`src/include/ssse_pkg.sv`:
```
// Package of constants and types for the supply sequencing state engine.
//
// Overview of operation
// RULE_01: Up to 63 programmable states, each with its own stored definition.
// RULE_02: Every state observes status of all ten monitored supply and dual inputs.
// RULE_03: Next-state fields are six bits wide, so any state is reachable.
// RULE_04: Each state has sequence, monitor and timeout exits with separate targets.
// RULE_05: Sequence delay and timeout are independent, reloaded per state, up to 400 ms.
// RULE_06: Definition fixes all ten driver outputs; they hold while the state holds.
// RULE_07: A state change including definition load completes well under 20 us.
// RULE_08: Engine evaluates filtered fault detector outputs, never raw pin levels.
// RULE_09: All warning sources OR into one signal usable by all three exits.
// RULE_10: Bus jump command forces an advance via the sequence and timeout exits; the code advances via the sequence exit only.
// RULE_11: Sequence exit is taken when the selected input reaches its programmed level.
// RULE_12: Sequence exit can be delayed by a programmable time of up to 400 ms.
// RULE_13: Monitor exit is a wide OR over selected inputs leaving expected condition.
// RULE_14: Monitor exit has no delay; only the definition load adds latency.
// RULE_15: Timeout exit fires when the awaited condition misses a programmable deadline.
// RULE_16: Fault latch in two registers, one bit per input, set by that input's fault.
// RULE_17: Host can read both fault latch registers over the bus.
// RULE_18: Each definition enables fault latching; when disabled, faults are not recorded.
// RULE_19: Definitions are 64-bit words in a 64-slot store, the last slot reserved.
// RULE_20: First definition loads 0.5 ms after configuration download completes.
// RULE_21: Simultaneous exits resolve by fixed priority: monitor, sequence, timeout.
// RULE_22: Entering a state restarts the sequence delay and timeout timers from zero.
package ssse_pkg;

  // ----------------------------------------------------------------
  // Sizes and clock timing
  // ----------------------------------------------------------------
  localparam int unsigned NUM_IN = 10;
  localparam int unsigned NUM_OUT = 10;
  localparam int unsigned WARN_W = 11;
  localparam int unsigned STATE_W = 6;
  localparam int unsigned APB_AW = 8;
  localparam logic [STATE_W-1:0] FIRST_STATE = 6'h00;
  localparam logic [STATE_W-1:0] RESERVED_SLOT = 6'h3F;
  localparam int unsigned CLK_PERIOD_NS = 20;
  localparam int unsigned BOOT_DELAY_NS = 500000;
  localparam int unsigned BOOT_CYCLES = (BOOT_DELAY_NS + CLK_PERIOD_NS - 1) / CLK_PERIOD_NS;
  localparam int unsigned TICK_NS = 10000;
  localparam int unsigned TICK_CYCLES = TICK_NS / CLK_PERIOD_NS;
  localparam logic [8:0] TICK_LAST = 9'(TICK_CYCLES - 1);
  localparam logic [15:0] TICKS_MAX = 16'hFFFF;

  // ----------------------------------------------------------------
  // Delay field encoding: count times a unit of 1, 10, 100 or 400 ticks
  // ----------------------------------------------------------------
  localparam logic [1:0] UNIT_10US = 2'h0;
  localparam logic [1:0] UNIT_100US = 2'h1;
  localparam logic [1:0] UNIT_1MS = 2'h2;
  localparam logic [1:0] UNIT_4MS = 2'h3;
  localparam logic [15:0] MULT_10US = 16'h0001;
  localparam logic [15:0] MULT_100US = 16'h000A;
  localparam logic [15:0] MULT_1MS = 16'h0064;
  localparam logic [15:0] MULT_4MS = 16'h0190;
  localparam logic [3:0] SEL_WARN = 4'hA;

  // ----------------------------------------------------------------
  // Register byte addresses and fields
  // ----------------------------------------------------------------
  localparam logic [APB_AW-1:0] ADDR_CTRL = 8'h00;
  localparam logic [APB_AW-1:0] ADDR_STATUS = 8'h04;
  localparam logic [APB_AW-1:0] ADDR_FAULT_LO = 8'h08;
  localparam logic [APB_AW-1:0] ADDR_FAULT_HI = 8'h0C;
  localparam logic [APB_AW-1:0] ADDR_MEM_ADDR = 8'h10;
  localparam logic [APB_AW-1:0] ADDR_MEM_LO = 8'h14;
  localparam logic [APB_AW-1:0] ADDR_MEM_HI = 8'h18;
  localparam int unsigned CTRL_JUMP_BIT = 0;
  localparam int unsigned FAULT_LO_W = 8;
  localparam int unsigned FAULT_HI_W = 2;

  // ----------------------------------------------------------------
  // Types
  // ----------------------------------------------------------------
  typedef struct packed {
    logic [1:0] unit;
    logic [6:0] count;
  } ssse_delay_t;

  typedef struct packed {
    ssse_delay_t timeout_time;
    ssse_delay_t seq_time;
    logic timeout_on_warn;
    logic latch_en;
    logic mon_warn;
    logic [NUM_IN-1:0] mon_mask;
    logic seq_level;
    logic [3:0] seq_sel;
    logic [STATE_W-1:0] timeout_next;
    logic [STATE_W-1:0] mon_next;
    logic [STATE_W-1:0] seq_next;
    logic [NUM_OUT-1:0] levels;
  } ssse_def_t;

  typedef struct packed {
    logic we;
    logic [STATE_W-1:0] addr;
    ssse_def_t data;
  } ssse_mem_wr_t;

  typedef enum logic [3:0] {
    ST_BOOT = 4'b0001,
    ST_LOAD = 4'b0010,
    ST_FETCH = 4'b0100,
    ST_RUN = 4'b1000
  } ssse_fsm_t;

  typedef struct packed {
    ssse_fsm_t fsm;
    logic [STATE_W-1:0] cur;
    ssse_def_t def;
    logic [8:0] pre;
    logic [15:0] seq_ticks;
    logic [15:0] to_ticks;
    logic seq_met;
    logic jump_pend;
    logic [15:0] boot_cnt;
    logic [NUM_IN-1:0] fault;
    logic [STATE_W-1:0] mem_addr;
    logic [31:0] mem_lo;
    ssse_mem_wr_t wr;
    logic [STATE_W-1:0] rd_addr;
    logic [NUM_OUT-1:0] drv;
    logic pready;
    logic [31:0] prdata;
    logic pslverr;
  } ssse_state_t;

endpackage

```
`src/core/ssse_engine.sv`:
```
// Programmable supply sequencing state engine with APB register access.
`timescale 1ns/100ps
`default_nettype none

module ssse_engine #(
  parameter int unsigned BOOT_CYCLES = ssse_pkg::BOOT_CYCLES
) (
  input wire logic pclk,                                  // System clock, 50 MHz.
  input wire logic presetn,                               // Asynchronous reset, active low.
  input wire logic [ssse_pkg::APB_AW-1:0] paddr,          // APB byte address.
  input wire logic psel,                                  // APB select.
  input wire logic penable,                               // APB enable.
  input wire logic pwrite,                                // APB direction, high for write.
  input wire logic [31:0] pwdata,                         // APB write data.
  output logic [31:0] prdata,                             // APB read data.
  output logic pready,                                    // APB ready.
  output logic pslverr,                                   // APB error on unmapped address.
  input wire logic [ssse_pkg::NUM_IN-1:0] detector_ok,    // Filtered input status, high is ok.
  input wire logic [ssse_pkg::WARN_W-1:0] warn_src,       // Warning sources, high is warning.
  input wire logic cfg_done,                              // Configuration download complete.
  output logic [ssse_pkg::NUM_OUT-1:0] driver_output      // Driver output levels.
);

  // ----------------------------------------------------------------
  // Helpers
  // ----------------------------------------------------------------

  // Converts a delay field into a count of 10 us ticks.
  function automatic logic [15:0] delay_ticks(input ssse_pkg::ssse_delay_t d);
    logic [15:0] mult;
    mult = ssse_pkg::MULT_10US;
    unique case (d.unit)
      ssse_pkg::UNIT_10US: mult = ssse_pkg::MULT_10US;
      ssse_pkg::UNIT_100US: mult = ssse_pkg::MULT_100US;
      ssse_pkg::UNIT_1MS: mult = ssse_pkg::MULT_1MS;
      ssse_pkg::UNIT_4MS: mult = ssse_pkg::MULT_4MS;
    endcase
    return 16'(16'(d.count) * mult);
  endfunction

  // Saturating increment of a tick counter.
  function automatic logic [15:0] tick_inc(input logic [15:0] v);
    return (v == ssse_pkg::TICKS_MAX) ? v : 16'(v + 16'h0001);
  endfunction

  // ----------------------------------------------------------------
  // State and memory
  // ----------------------------------------------------------------
  ssse_pkg::ssse_state_t s;
  ssse_pkg::ssse_state_t next_s;
  ssse_pkg::ssse_def_t rd_data;

  ssse_state_mem u_mem (
    .pclk(pclk),
    .wr(s.wr),
    .rd_addr(s.rd_addr),
    .rd_data(rd_data)
  );

  // Outputs come straight from the state register.
  assign prdata = s.prdata;
  assign pready = s.pready;
  assign pslverr = s.pslverr;
  assign driver_output = s.drv;

  // ----------------------------------------------------------------
  // Combinational decode of the current state
  // ----------------------------------------------------------------
  logic warn_any;
  logic tick;
  logic apb_setup;
  logic apb_write;
  logic addr_hit;
  logic [31:0] rd_mux;
  logic seq_cond;
  logic mon_fault;
  logic seq_exit;
  logic to_exit;
  logic [15:0] seq_limit;
  logic [15:0] to_limit;
  logic [ssse_pkg::NUM_IN-1:0] fault_clr;
  logic [ssse_pkg::NUM_IN-1:0] fault_set;
  logic jump_req;

  // All warnings merge into a single level.
  assign warn_any = |warn_src; // [RULE_09]
  assign tick = (s.pre == ssse_pkg::TICK_LAST);
  assign apb_setup = psel && !penable;
  assign apb_write = psel && penable && s.pready && pwrite;
  assign seq_limit = delay_ticks(s.def.seq_time); // [RULE_12]
  assign to_limit = delay_ticks(s.def.timeout_time); // [RULE_15]

  // Address decode and read data for the setup cycle.
  always_comb begin
    addr_hit = 1'b1;
    rd_mux = 32'h0000_0000;
    unique case (paddr)
      ssse_pkg::ADDR_CTRL: rd_mux = {31'h0000_0000, s.jump_pend};
      ssse_pkg::ADDR_STATUS: rd_mux = {11'h000, warn_any, s.fsm, s.drv, s.cur};
      ssse_pkg::ADDR_FAULT_LO: rd_mux = {24'h00_0000, s.fault[7:0]}; // [RULE_17]
      ssse_pkg::ADDR_FAULT_HI: rd_mux = {30'h0000_0000, s.fault[9:8]}; // [RULE_17]
      ssse_pkg::ADDR_MEM_ADDR: rd_mux = {26'h000_0000, s.mem_addr};
      ssse_pkg::ADDR_MEM_LO: rd_mux = s.mem_lo;
      ssse_pkg::ADDR_MEM_HI: rd_mux = 32'h0000_0000;
      default: addr_hit = 1'b0;
    endcase
  end

  // Sequence condition: a filtered input or the warning at its programmed level.
  always_comb begin
    seq_cond = 1'b0;
    if (s.def.seq_sel < 4'(ssse_pkg::NUM_IN)) begin
      seq_cond = (detector_ok[s.def.seq_sel] == s.def.seq_level); // [RULE_08] [RULE_11]
    end else if (s.def.seq_sel == ssse_pkg::SEL_WARN) begin
      seq_cond = (warn_any == s.def.seq_level); // [RULE_09]
    end
  end

  // Monitor is an undelayed wide OR over selected inputs that are not ok.
  assign mon_fault = (|(s.def.mon_mask & ~detector_ok))
                     || (s.def.mon_warn && warn_any); // [RULE_13] [RULE_14] [RULE_02]

  // Sequence exit after its delay, or at once on a pending jump.
  assign seq_exit = s.jump_pend
                    || (s.seq_met && (s.seq_ticks >= seq_limit)); // [RULE_10] [RULE_12]

  // Timeout exit if still waiting at the deadline; zero time disables the deadline.
  assign to_exit = (!s.seq_met && (to_limit != 16'h0000) && (s.to_ticks >= to_limit))
                   || (s.def.timeout_on_warn && warn_any); // [RULE_15] [RULE_09]

  // Bus-side events.
  assign jump_req = apb_write && (paddr == ssse_pkg::ADDR_CTRL) && pwdata[ssse_pkg::CTRL_JUMP_BIT];
  assign fault_clr = {(apb_write && (paddr == ssse_pkg::ADDR_FAULT_HI)) ?
                        pwdata[ssse_pkg::FAULT_HI_W-1:0] : 2'h0,
                      (apb_write && (paddr == ssse_pkg::ADDR_FAULT_LO)) ?
                        pwdata[ssse_pkg::FAULT_LO_W-1:0] : 8'h00};
  // Faults record only while the current definition enables latching.
  assign fault_set = (s.fsm != ssse_pkg::ST_BOOT && s.def.latch_en) ?
                     ~detector_ok : '0; // [RULE_18]

  // ----------------------------------------------------------------
  // Next-state logic
  // ----------------------------------------------------------------

  // Builds the whole next state: bus slave, fault latch and engine sequencing.
  always_comb begin
    next_s = s;
    next_s.wr.we = 1'b0;
    next_s.pready = 1'b0;
    next_s.pslverr = 1'b0;

    // APB answers in the first access cycle with registered data.
    if (apb_setup) begin
      next_s.pready = 1'b1;
      next_s.prdata = pwrite ? 32'h0000_0000 : rd_mux;
      next_s.pslverr = !addr_hit;
    end

    // Register writes take effect at the completing edge.
    if (apb_write && (paddr == ssse_pkg::ADDR_MEM_ADDR)) begin
      next_s.mem_addr = pwdata[ssse_pkg::STATE_W-1:0];
    end
    if (apb_write && (paddr == ssse_pkg::ADDR_MEM_LO)) begin
      next_s.mem_lo = pwdata;
    end
    // Writing the upper half commits the 64-bit definition word.
    if (apb_write && (paddr == ssse_pkg::ADDR_MEM_HI)) begin
      next_s.wr.we = 1'b1; // [RULE_19]
      next_s.wr.addr = s.mem_addr;
      next_s.wr.data = ssse_pkg::ssse_def_t'({pwdata, s.mem_lo});
    end

    // Fault latch; a new fault wins over a clear in the same cycle.
    next_s.fault = (s.fault & ~fault_clr) | fault_set; // [RULE_16]

    // Jump request is held until the sequence exit consumes it.
    if (jump_req) begin
      next_s.jump_pend = 1'b1; // [RULE_10]
    end

    unique case (s.fsm)
      // Wait for the configuration download, then the start delay.
      ssse_pkg::ST_BOOT: begin
        if (cfg_done) begin
          next_s.boot_cnt = 16'(s.boot_cnt + 16'h0001);
          if (s.boot_cnt == 16'(BOOT_CYCLES - 1)) begin
            next_s.fsm = ssse_pkg::ST_LOAD; // [RULE_20]
            next_s.cur = ssse_pkg::FIRST_STATE;
            next_s.rd_addr = ssse_pkg::FIRST_STATE;
          end
        end else begin
          next_s.boot_cnt = 16'h0000;
        end
      end
      // Memory registers the addressed definition.
      ssse_pkg::ST_LOAD: begin
        next_s.fsm = ssse_pkg::ST_FETCH; // [RULE_07]
      end
      // Take the new definition, apply outputs, restart timers.
      ssse_pkg::ST_FETCH: begin
        next_s.def = rd_data; // [RULE_05]
        next_s.drv = rd_data.levels; // [RULE_06]
        next_s.pre = 9'h000; // [RULE_22]
        next_s.seq_ticks = 16'h0000; // [RULE_22]
        next_s.to_ticks = 16'h0000; // [RULE_22]
        next_s.seq_met = 1'b0;
        next_s.fsm = ssse_pkg::ST_RUN;
      end
      // Hold outputs, run timers and watch the three exits.
      ssse_pkg::ST_RUN: begin
        next_s.pre = tick ? 9'h000 : 9'(s.pre + 9'h001);
        if (tick) begin
          next_s.to_ticks = tick_inc(s.to_ticks);
          if (s.seq_met) begin
            next_s.seq_ticks = tick_inc(s.seq_ticks);
          end
        end
        // Sequence step done once the condition is seen.
        if (seq_cond) begin
          next_s.seq_met = 1'b1; // [RULE_11]
        end
        // Fixed priority: monitor, then sequence (with jump), then timeout.
        if (mon_fault) begin
          next_s.cur = s.def.mon_next; // [RULE_21] [RULE_04] [RULE_14]
          next_s.rd_addr = s.def.mon_next; // [RULE_03]
          next_s.fsm = ssse_pkg::ST_LOAD;
        end else if (seq_exit) begin
          next_s.cur = s.def.seq_next; // [RULE_21] [RULE_04]
          next_s.rd_addr = s.def.seq_next; // [RULE_03]
          next_s.fsm = ssse_pkg::ST_LOAD;
          next_s.jump_pend = jump_req; // [RULE_10]
        end else if (to_exit) begin
          next_s.cur = s.def.timeout_next; // [RULE_21] [RULE_04]
          next_s.rd_addr = s.def.timeout_next; // [RULE_03]
          next_s.fsm = ssse_pkg::ST_LOAD;
        end
      end
      default: begin
        next_s.fsm = ssse_pkg::ST_BOOT;
      end
    endcase
  end

  // ----------------------------------------------------------------
  // State register
  // ----------------------------------------------------------------

  // Registers the whole block state; reset loads constants only.
  always_ff @(posedge pclk or negedge presetn) begin
    if (!presetn) begin
      s <= '0;
      s.fsm <= ssse_pkg::ST_BOOT;
    end else begin
      s <= next_s;
    end
  end

endmodule // ssse_engine

`default_nettype wire

```
`src/core/ssse_state_mem.sv`:
```
// Store of 64-bit state definitions with a registered read port.
`timescale 1ns/100ps
`default_nettype none

module ssse_state_mem (
  input wire logic pclk,                                // System clock.
  input wire ssse_pkg::ssse_mem_wr_t wr,                // Write strobe, slot and word.
  input wire logic [ssse_pkg::STATE_W-1:0] rd_addr,     // Slot to read.
  output ssse_pkg::ssse_def_t rd_data                   // Registered read word.
);

  ssse_pkg::ssse_def_t mem [0:(1 << ssse_pkg::STATE_W) - 1];

  // Write port; the reserved slot is never written.
  always_ff @(posedge pclk) begin
    if (wr.we && (wr.addr != ssse_pkg::RESERVED_SLOT)) begin // [RULE_19]
      mem[wr.addr] <= wr.data;
    end
  end

  // Read port, data valid one edge after the address.
  always_ff @(posedge pclk) begin
    rd_data <= mem[rd_addr]; // [RULE_01]
  end

endmodule // ssse_state_mem

`default_nettype wire

```
`config.mk`:
```
export PLATFORM = sky130hd
export DESIGN_NAME = ssse_engine
export DESIGN_NICKNAME = d
export VERILOG_FILES = /design/src/include/ssse_pkg.sv /design/src/core/ssse_engine.sv /design/src/core/ssse_state_mem.sv
export SDC_FILE = /design/constraint.sdc
export NUM_CORES = 2
export LEC_CHECK = 0
export BUFFER_PORTS_ARGS = -buffer_cell sky130_fd_sc_hd__buf_2
export CAP_MARGIN = 10
export CORE_MARGIN = 5
export CORE_UTILIZATION = 40
export DETAILED_ROUTE_END_ITERATION = 10
export SETUP_SLACK_MARGIN = 0.3
export SYNTH_ARGS = -nofsm -noshare
export SYNTH_HDL_FRONTEND = slang
export SYNTH_SLANG_ARGS = --single-unit
```
`constraint.sdc`:
```
create_clock -name pclk -period 6.28 [get_ports pclk]
set_clock_uncertainty 0.15 [all_clocks]
set_input_delay 0.942 -clock pclk [delete_from_list [all_inputs] [get_ports pclk]]
set_output_delay 0.942 -clock pclk [all_outputs]
set_load 0.01 [all_outputs]
```
==> reports/results.tsv <==
metric	value	unit
run status	finished, violations left	
failing checks	setup timing	
area fraction in compound gates after synthesis	0.867	%
routability cong.	0.810	
Reg2Reg Depth	29	
power per cell area	292	nW/um^2
layout cells sized above 1	31.7	%
Post-Synth Simple-Gate Area	1.74	%
Post-DRT Antenna Nets	0	
final setup fails	6	
final hold violation count	0	
DP Worst Slack	-245	ps
most common flop cell mapped by yosys	edfxtp_1	
most frequent cells in the layout	4096 x edfxtp_1, 1346 x mux4_2, 438 x clkbuf_16	
Tot Pwr	57.8	mW
post-synthesis sequential area ratio	76.0	%
Critical Path Source Type	register	
ys async rst share	6.43	%
final net count	8413	
DRC Markers	0	
max cap viols	0	
CP top delay family	adder cells	
Starting Density	40.1	%
core area	431000	sq um
first-pass GRT wire length	691	mm
Yosys cell types	78	
crit path max fanout	6	
die area	446000	sq um
drt wl/cell	34.9	microns
r2r startpoint	s[281]$_DFFE_PN0P_	
DR pass1 iterations	8	
GRT overflow	0	
smallest setup slack after layout	-35.4	ps
multiplexer area fraction after synthesis	18.3	%
Final Cycle Share	101	%
Total GRT Usage	22.1	%
final instance area	198000	sq um
Crit path largest cell delay	520	ps
Num CTS Buffers	435	
Fillers	35000	
PortBufs	110	
Setup TNS	-184	ps
Worst path slowest cell	fa_1	
Ys Warns	0	
slew margin rel.	16.5	%
dpl cell area	183000	sq um
Final Core Density	45.9	%
Seq cells post-synth	4446	
Avg Vias per Cell	5.97	
H-tree Lvls	5	
vias	85100	
most common cell after layout, fill and taps aside	edfxtp_1	
Synth Cell Area	173000	sq um
CP Buf/Inv Count	6	
HP Class	primary input to register	
EDFF count, synth	4096	
P_leak	63.4	nW
RSZ-0062 raised after global routing	yes	
CP startpoint	s[281]$_DFFE_PN0P_	
Ports	111	
total wire length	498	mm
most frequent CP cell	fa_1	
FMAX	158	MHz
vias in the first global route	85400	
xor and xnor area share after synthesis	0.324	%
reg-to-reg critical path endpoint	s[294]$_DFFE_PN0P_	
Setup crit end	s[294]$_DFFE_PN0P_	
Clock Sinks	4446	
clk slew on worst S/H paths	60	ps
Syn Inst Count	7574	
std cell rows	241	
fin crit period	6320	ps
clk buf depth	4	
Adder-Cell Fraction of Synth Area	1.55	%
DIE HEIGHT	668	microns
Crit Path Class	register to register	
worst-margin pin slew	1250	ps
DP Wirelength	270	mm
CP arrival	6980	ps
Setup crit end kind	register	
Iteration-0 DRC Markers	11000	
CP Depth	29	
Die Wd	668	microns
maximum vdd drop	251	uV
pin count of the biggest net entering global routing	103	
worst reg2reg setup slack	-40	ps
largest family of logic cells by synthesized area	multiplexers	
Worst Path Required	6940	ps
antenna violations before repair	23	
clock root buffer	clkbuf_16	
CTS tree	done	
Max Slew Vio Count	0	
syn avg cell area	22.8	sq um
Area Growth Syn to Fin	14.5	%
Clock Latency Late Sink	1020	ps
## per-stage QoR
| step | cells | hold slack (ps) |
|---|---|---|
| 3_3_place_gp | 13400 | 289 |
| 6_report | 14300 | 68.4 |
| 4_1_cts | 14300 | 3.62 |
| 2_1_floorplan | 7637 | 260 |
| 5_1_grt | 14300 | 38.6 |
| 3_5_place_dp | 13400 | 282 |
## worst min-delay path: cells and delay by family
family,cells,cell delay (ps)
buffers and inverters,1,120
and+or+nand+nor,2,120
## sequential cells by signal, summed over array words and instances (netlist names)
signal and flops:
driver_output 10, prdata 32, pready 1, pslverr 1
s 242, u_mem.mem 4096, u_mem.rd_data 64
## how the worst min path moves through the flow
stage / startpoint / endpoint / slack, ps / cells past startpoint
after floorplan: u_mem.rd_data[31]$_DFF_P_ / s[259]$_DFFE_PN0P_ / 260 / 2
after global placement: u_mem.rd_data[38]$_DFF_P_ / s[266]$_DFFE_PN0P_ / 290 / 2
after detailed placement: u_mem.rd_data[38]$_DFF_P_ / s[266]$_DFFE_PN0P_ / 280 / 2
after CTS: pwdata[6] / s[88]$_DFFE_PN0P_ / 4 / 3
after global routing: pwdata[6] / s[88]$_DFFE_PN0P_ / 40 / 3
final: pwdata[6] / s[88]$_DFFE_PN0P_ / 70 / 3
## cell families (layout without fill, tap and decap cells)
logic type,count (synthesis),in the layout
flip-flops,4446,4446
multiplexers,1459,1459
AND/OR/NAND/NOR,669,669
buffers and inverters,538,1451
AO/OA/AOI/OAI,223,223
adder cells (fa/ha/maj),174,174
XOR/XNOR,64,64
other,1,72
## cells in the mapped netlist, drive strengths merged (18+ instances only)
cell       n  area (sq um)
xnor2     24           210
mux2      97          1090
xor2      40           350
clkbuf   251           942
o21ai     73           365
dfxtp     64          1280
ha       108          1350
nand2    338          1270
buf      156           772
a22oi     26           195
mux4    1346         30300
and2      38           238
a21o      19           143
dfrtp    285          7130
nand3     39           195
fa        66          1320
edfxtp  4096        123000
nand4     18           113
nor2     138           523
nor3      18          90.1
inv      131           492
a21oi     39           195
and3      18           118
## metal layers
layer	routed length [microns]	global-route usage, %
met5	41	0
met4	22900	8.71
met3	43200	3.72
met2	240000	35.5
met1	192000	30.3
## final cells by class
cell class	count	area (sq um)	share of cell area [%]
sequential	4446	131000	66.4
clock buffer	590	12000	6.05
inverter	131	495	0.250
clock inverter	225	2080	1.05
timing repair buffer	505	4450	2.25
tap	5710	7140	3.61
antenna	8	20.0	0.0101
multi-input combinational	2653	40300	20.4
## power by group
| part | leakage [nW] | internal [mW] | switching, mW |
|---|---|---|---|
| logic | 13.5 | 0.0363 | 0.124 |
| clock network | 6.90 | 14.6 | 11.2 |
| registers | 43.0 | 31.9 | 0.0111 |
| total | 63.4 | 46.5 | 11.3 |
## what timing repair did
item / in CTS / in global routing
pin swaps: 18 / 3
buffers inserted: 13 / 6
hold buffers: 17 / 0
setup endpoints to repair: 8 / 8
resized for setup: 24 / 17
hold endpoints to repair: 82 / 0
Note: power is estimated with default switching activity, not from simulation.
